$ cat src/scd_defines.vh
`ifndef SCD_DEFINES_VH
`define SCD_DEFINES_VH
// register byte offsets on the wishbone bus
`define SCD_OFS_RELOAD   4'h0
`define SCD_OFS_CTRL1    4'h4
`define SCD_OFS_CTRL2    4'h8
`define SCD_OFS_STATUS   4'hC
// control one fields
`define SCD_C1_ENABLE    5
// control two fields
`define SCD_C2_STOP_REQ  2
// status fields
`define SCD_ST_STOP_SEEN 4
`define SCD_ST_COLL      0
// reset values
`define SCD_RELOAD_RST   8'h09
`define SCD_CTRL1_RST    8'h00
`define SCD_CTRL2_RST    8'h00
// reload field width
`define SCD_RELOAD_MSB   6
`endif

$ cat src/scd_stop_collision.v
// The address map and register access over Wishbone were left to the implementer.
`timescale 1ns/1ps
`default_nettype none
`include "scd_defines.vh"

// Operation
// - the stop sequence begins with data driven low and the clock is released only after data reads back low.
// - after releasing the clock the block waits until it reads the clock high, allowing stretching.
// - once the clock reads high the reload counter loads bits 6:0 of the reload register and counts to zero.
// - after data is released and the counter expires, data reading low is a bus collision.
// - a clock reading low after it has read high but before data is allowed high is a bus collision.
// - without collision data is released at counter expiry, one reload period after the clock reads high.
// - any collision sets the bus collision flag and returns the port to idle.
// - a stop collision aborts the sequence, releases both lines and clears the stop request bit.
module scd_stop_collision (
	// clock and reset
	input  wire        clk_i,
	input  wire        rst_i,
	// wishbone slave
	input  wire        wb_cyc_i,
	input  wire        wb_stb_i,
	input  wire        wb_we_i,
	input  wire [3:0]  wb_adr_i,
	input  wire [3:0]  wb_sel_i,
	input  wire [31:0] wb_dat_i,
	output reg  [31:0] wb_dat_o,
	output reg         wb_ack_o,
	// open-drain bus lines
	input  wire        serial_clock_line_i,
	output reg         serial_clock_line_o,
	output reg         serial_clock_line_oe_o,
	input  wire        serial_data_line_i,
	output reg         serial_data_line_o,
	output reg         serial_data_line_oe_o
);

	// one-hot states
	localparam [5:0] ST_IDLE  = 6'h01;
	localparam [5:0] ST_SDALO = 6'h02;
	localparam [5:0] ST_SCLHI = 6'h04;
	localparam [5:0] ST_HOLD  = 6'h08;
	localparam [5:0] ST_SDAHI = 6'h10;
	localparam [5:0] ST_CHECK = 6'h20;

	// sequencer and register state
	reg [5:0] state_q;
	reg [7:0] reload_q;
	reg [7:0] ctrl1_q;
	reg       stop_req_q;
	reg       stop_seen_q;
	reg       coll_q;
	reg [6:0] baud_reload_counter_q;
	// synchroniser stages, first then second flop
	reg       scl_m_q;
	reg       scl_s_q;
	reg       sda_m_q;
	reg       sda_s_q;
	// pull-low requests ahead of the pin registers
	reg       drive_scl_low_q;
	reg       drive_sda_low_q;

	// bus qualifiers and counter decode
	wire enable    = ctrl1_q[`SCD_C1_ENABLE];
	wire wb_req    = wb_cyc_i & wb_stb_i & ~wb_ack_o;
	wire wb_wr     = wb_req & wb_we_i & wb_sel_i[0];
	wire cnt_zero  = (baud_reload_counter_q == 7'h00);
	wire [6:0] reload_val = reload_q[`SCD_RELOAD_MSB:0];

	// address decode shared by read and write
	function hit;
		input [3:0] adr;
		input [3:0] ofs;
		begin
			hit = (adr == ofs);
		end
	endfunction

	// two-flop synchronisers on pin inputs
	always @(posedge clk_i) begin
		if (rst_i) begin
			scl_m_q <= 1'b1;
			scl_s_q <= 1'b1;
			sda_m_q <= 1'b1;
			sda_s_q <= 1'b1;
		end else begin
			scl_m_q <= serial_clock_line_i;
			scl_s_q <= scl_m_q;
			sda_m_q <= serial_data_line_i;
			sda_s_q <= sda_m_q;
		end
	end

	// bus slave: one-wait-state ack, registered read data
	always @(posedge clk_i) begin
		if (rst_i) begin
			wb_ack_o <= 1'b0;
			wb_dat_o <= 32'h0000_0000;
		end else begin
			wb_ack_o <= wb_req;
			wb_dat_o <= 32'h0000_0000;
			if (wb_req && !wb_we_i) begin
				if (hit(wb_adr_i, `SCD_OFS_RELOAD))
					wb_dat_o <= {24'h000000, reload_q};
				else if (hit(wb_adr_i, `SCD_OFS_CTRL1))
					wb_dat_o <= {24'h000000, ctrl1_q};
				else if (hit(wb_adr_i, `SCD_OFS_CTRL2))
					wb_dat_o <= {29'h0, stop_req_q, 2'b00};
				else if (hit(wb_adr_i, `SCD_OFS_STATUS))
					wb_dat_o <= {27'h0, stop_seen_q, 3'b000, coll_q};
			end
		end
	end

	// software-written configuration
	always @(posedge clk_i) begin
		if (rst_i) begin
			reload_q <= `SCD_RELOAD_RST;
			ctrl1_q  <= `SCD_CTRL1_RST;
		end else if (wb_wr) begin
			if (hit(wb_adr_i, `SCD_OFS_RELOAD))
				reload_q <= wb_dat_i[7:0];
			if (hit(wb_adr_i, `SCD_OFS_CTRL1))
				ctrl1_q <= wb_dat_i[7:0];
		end
	end

	// stop sequencer with collision detection
	always @(posedge clk_i) begin
		if (rst_i || !enable) begin
			state_q               <= ST_IDLE;
			stop_req_q            <= 1'b0;
			stop_seen_q           <= 1'b0;
			coll_q                <= 1'b0;
			baud_reload_counter_q <= 7'h00;
			drive_scl_low_q       <= 1'b0;
			drive_sda_low_q       <= 1'b0;
		end else begin
			if (!cnt_zero)
				baud_reload_counter_q <= baud_reload_counter_q - 7'h01;
			// software clears; hardware set below wins
			if (wb_wr && hit(wb_adr_i, `SCD_OFS_STATUS) && wb_dat_i[`SCD_ST_COLL])
				coll_q <= 1'b0;
			if (wb_wr && hit(wb_adr_i, `SCD_OFS_STATUS) && wb_dat_i[`SCD_ST_STOP_SEEN])
				stop_seen_q <= 1'b0;
			// the counter runs down on its own; states reload it
			case (state_q)
				ST_IDLE: begin
					if (wb_wr && hit(wb_adr_i, `SCD_OFS_CTRL2) && wb_dat_i[`SCD_C2_STOP_REQ]) begin
						stop_req_q      <= 1'b1;
						drive_sda_low_q <= 1'b1;
						drive_scl_low_q <= 1'b1;
						state_q         <= ST_SDALO;
					end
				end
				// data must read back low before the clock is let go
				ST_SDALO: begin
					if (!sda_s_q) begin
						drive_scl_low_q <= 1'b0;
						state_q         <= ST_SCLHI;
					end
				end
				// wait out any clock stretching
				ST_SCLHI: begin
					if (scl_s_q) begin
						baud_reload_counter_q <= reload_val;
						state_q               <= ST_HOLD;
					end
				end
				// clock pulled low here means another master
				ST_HOLD: begin
					if (!scl_s_q) begin
						coll_q          <= 1'b1;
						stop_req_q      <= 1'b0;
						drive_sda_low_q <= 1'b0;
						state_q         <= ST_IDLE;
					end else if (cnt_zero) begin
						drive_sda_low_q       <= 1'b0;
						baud_reload_counter_q <= reload_val;
						state_q               <= ST_SDAHI;
					end
				end
				// data is judged through the synchroniser, so reload
				// values under three would sample before the released
				// line has settled
				ST_SDAHI: begin
					if (cnt_zero) begin
						baud_reload_counter_q <= reload_val;
						state_q               <= ST_CHECK;
						if (!sda_s_q) begin
							coll_q     <= 1'b1;
							stop_req_q <= 1'b0;
							state_q    <= ST_IDLE;
						end else begin
							stop_seen_q <= 1'b1;
						end
					end
				end
				// one more period before the request drops
				ST_CHECK: begin
					if (cnt_zero) begin
						stop_req_q <= 1'b0;
						state_q    <= ST_IDLE;
					end
				end
				default: state_q <= ST_IDLE;
			endcase
		end
	end

	// open-drain pin drivers, registered
	always @(posedge clk_i) begin
		if (rst_i) begin
			serial_clock_line_o    <= 1'b0;
			serial_clock_line_oe_o <= 1'b0;
			serial_data_line_o     <= 1'b0;
			serial_data_line_oe_o  <= 1'b0;
		end else begin
			serial_clock_line_o    <= 1'b0;
			serial_data_line_o     <= 1'b0;
			serial_clock_line_oe_o <= drive_scl_low_q;
			serial_data_line_oe_o  <= drive_sda_low_q;
		end
	end

endmodule // scd_stop_collision
`default_nettype wire

$ cat config.mk
export PLATFORM = sky130hd
export DESIGN_NAME = scd_stop_collision
export DESIGN_NICKNAME = d
export VERILOG_FILES = /design/src/scd_stop_collision.v
export VERILOG_INCLUDE_DIRS = /design/src
export SDC_FILE = /design/constraint.sdc
export NUM_CORES = 1
export LEC_CHECK = 0
export BUFFER_PORTS_ARGS = -buffer_cell sky130_fd_sc_hd__buf_2
export CORE_MARGIN = 1
export CORE_UTILIZATION = 35
export DETAILED_ROUTE_END_ITERATION = 8
export RECOVER_POWER = 50
export SLEW_MARGIN = 20
export SYNTH_ARGS = -nofsm -noshare
export SYNTH_HDL_FRONTEND = slang
export SYNTH_SLANG_ARGS = --single-unit
$ cat constraint.sdc
create_clock -name clk_i -period 5.6 [get_ports clk_i]
set_clock_uncertainty 0.15 [all_clocks]
set_input_delay 0.84 -clock clk_i [delete_from_list [all_inputs] [get_ports clk_i]]
set_output_delay 0.84 -clock clk_i [all_outputs]
set_load 0.02 [all_outputs]
==> flow_metrics.env <==
export IMPL_cts_buffers=5
export IMPL_p_sw_uw=165
export IMPL_clkTransAtPathRegs_ns=0.10
export IMPL_fill_cells=673
export IMPL_power_density_nw_per_um2=238
export IMPL_final_max_slew_violation_count=0
export IMPL_grt_overflow_total=0
export IMPL_layout_drive_gt1_share=0.129
export IMPL_drt_pass1_iter_count=4
export IMPL_r2r_start="baud_reload_counter_q[0]"
export IMPL_pwr_share_seq=0.570
export IMPL_via_per_inst=4.98
export IMPL_synth_area_mux_share=0.0674
export IMPL_cap_violations=0
export IMPL_clockPowerShare=0.368
export IMPL_cts_resized_gates=0
export IMPL_io_pins=84
export IMPL_status="finished, final reports clean"
export IMPL_synth_xor_area_share=0.0254
export IMPL_numPortBuffers=30
export IMPL_setup_worst_path_start="rst_i"
export IMPL_postRouteAntennaNets=0
export IMPL_worst_pin_slew_ns=1.11
export IMPL_swShare=0.267
export IMPL_r2r_end="baud_reload_counter_q[6]"
export IMPL_fp_dieW_um=85.1
export IMPL_endpoint_kind="register"
export IMPL_synth_warnings=0
export IMPL_synthAdderAreaFrac=0.00518
export IMPL_hold_depth=1
export IMPL_cp_max_fo=25
export IMPL_combPwrFrac=0.062
export IMPL_ys_ff_latch=49
export IMPL_yosys_area_share_simple=0.263
export IMPL_diodes=0
export IMPL_final_common_cell="dfxtp_1"
export IMPL_wl_per_cell_um=13.1
export IMPL_die_area_um2=7240
export IMPL_mappedNetlistArea_um2=2410
export IMPL_rr_worst_depth=7
export IMPL_rsz0062_at_grt="no"
export IMPL_layout_setup_ws_ns=3.09
export IMPL_grt_start_max_net_pins=26
export IMPL_power_leakage_nw=1.03
export IMPL_ys_types=50
export IMPL_drc_errors=0
export IMPL_ir_drop_v=0.000161
export IMPL_hold_path_class="register to register"
export IMPL_rows=29
export IMPL_relSlewSlack=0.263
export IMPL_synth_compound_area_frac=0.122
export IMPL_worstSetupEndpoint="baud_reload_counter_q[2]"
export IMPL_finalSetupViolCount=0
export IMPL_dpl_hpwl_um=3620
export IMPL_cts_sinks=49
export IMPL_gp_congestion=0.847
export IMPL_wl_um=5050
export IMPL_nNetsFinal=357
export IMPL_ys_flop_type="dfxtp_1"
export IMPL_post_cts_buffers=0
export IMPL_reg2reg_slack_ns=3.16
export IMPL_grt_pass1_wl_um=8160
export IMPL_regArea_um2=981
export IMPL_synth_seq_area_share=0.406
export IMPL_antenna_found_initial=0
export IMPL_async_flop_share=0
export IMPL_drt_iter0_drc=121
export IMPL_synth_top_family_by_area="simple AND/OR/NAND/NOR gates"
export IMPL_setup_tns_final_ns=0
export IMPL_criticalPathCategory="primary input to register"
export IMPL_synthCells=286
export IMPL_period_share=0.447
export IMPL_grt_pass1_vias=1719
export IMPL_clockRootBuffer="clkbuf_8"
export IMPL_clk_path_buf_depth=2
export IMPL_fp_dieH_um=85.1
export IMPL_avgSynthCellArea_um2=8.44
export IMPL_start_kind="primary input"
export IMPL_layout_common_cells="dfxtp_1 (49), nor2_1 (33), nand2_1 (27)"
export IMPL_cp_arrival_ns=2.54
export IMPL_cts_tree="yes"
export IMPL_internal_power_uw=453
export IMPL_cts_htree_levels=2
export IMPL_start_util=0.372
export IMPL_cts_hold_buffers=0
export IMPL_place_ws_ns=2.95
export IMPL_core_um2=6490
export IMPL_final_hold_violation_count=0
export IMPL_period_needed_ns=2.51
export IMPL_vias=1926
export IMPL_insertion_delay_ns=0.31
export IMPL_multi_input_area_um2=1260
export IMPL_worstPathRequired_ns=5.64
export IMPL_max_freq_mhz=399
export IMPL_gr_usage_all_layers=0.145
export IMPL_area_growth_pct=7.51
export IMPL_synth_edf_count=0
==> synthesized netlist by cell type, types with 3 or more instances <==
library cell	n	area (µm²)
xor2_1	3	26.3
nor2_1	33	124
mux2i_1	14	140
buf_4	26	195
inv_1	4	15.0
or2_2	5	31.3
o21ai_0	13	65.1
nand3b_1	3	22.5
xnor2_1	4	35.0
nand2_1	27	101
dfxtp_1	49	981
nand3_1	11	55.1
nor4b_1	3	26.3
nor2b_1	6	37.5
and3_1	5	31.3
nand4_1	4	25.0
nor3_1	11	55.1
clkbuf_1	11	41.3
a21oi_1	14	70.1
==> kinds of logic after synthesis <==
family	Yosys count
AND/OR/NAND/NOR	122
adder cells (fa/ha/maj)	1
XOR/XNOR	7
other	1
buffers and inverters	44
AO/OA/AOI/OAI	46
multiplexers	16
flip-flops	49
==> per-layer routing <==
layer / wire length, µm / part of all wire / GRT usage
met1: 2460 / 0.49 / 0.191
met2: 2320 / 0.46 / 0.229
met3: 243 / 0.048 / 0.0477
met4: 30 / 0.0059 / 0.0354
met5: 0 / 0 / 0
==> power groups by stage <==
stage	sequential [mW]	clock (mW)	combinational, mW
finish	0.352	0.227	0.0383
global route	0.353	0.250	0.0416
CTS	0.352	0.233	0.0384
detailed placement	0.360	0	0.0384
global placement	0.360	0	0.0383
floorplan	0.360	0	0.0404
==> area by class of cell <==
type,instances,share of cell area
multi-input combinational,218,0.487
inverter,4,0.00578
tap,77,0.0371
timing repair buffer,31,0.0549
clock buffer,5,0.0265
clock inverter,3,0.0111
sequential,49,0.378
==> critical path, cell delays in order <==
cell and delay [ns]:
clkbuf_1 0.80, nor2b_1 0.44, and3_1 0.32, nand2_1 0.07, o21ai_0 0.07
==> how the worst min path moves through the flow <==
stage / from / endpoint / slack, ns
CTS: sda_m_q / sda_s_q / 0.27
detailed placement: scl_m_q / scl_s_q / 0.24
global route: scl_m_q / scl_s_q / 0.29
global placement: scl_m_q / scl_s_q / 0.24
finish: sda_m_q / sda_s_q / 0.27
floorplan: scl_m_q / scl_s_q / 0.24
==> sequential cells by signal, summed over array words and instances, names as in the netlist <==
| name | cells |
|---|---|
| stop_req_q | 1 |
| serial_data_line_oe_o | 1 |
| stop_seen_q | 1 |
| coll_q | 1 |
| drive_scl_low_q | 1 |
| drive_sda_low_q | 1 |
| reload_q | 8 |
| baud_reload_counter_q | 7 |
| serial_clock_line_oe_o | 1 |
| sda_m_q | 1 |
| wb_ack_o | 1 |
| ctrl1_q | 8 |
| wb_dat_o | 8 |
| state_q | 6 |
| sda_s_q | 1 |
| scl_m_q | 1 |
| scl_s_q | 1 |
==> per-stage QoR <==
step | area (µm²) | cells | util | hold slack [ns] | total power, mW
final | 2600 | 387 | 0.400 | 0.265 | 0.618
after global routing | 2600 | 387 | 0.400 | 0.288 | 0.644
after CTS | 2610 | 387 | 0.402 | 0.269 | 0.624
after detailed placement | 2510 | 379 | 0.387 | 0.243 | 0.399
after global placement | 2510 | 379 | 0.387 | 0.241 | 0.399
after floorplan | 2510 | 311 | - | 0.239 | 0.400
(Power assumes the default switching activity.)
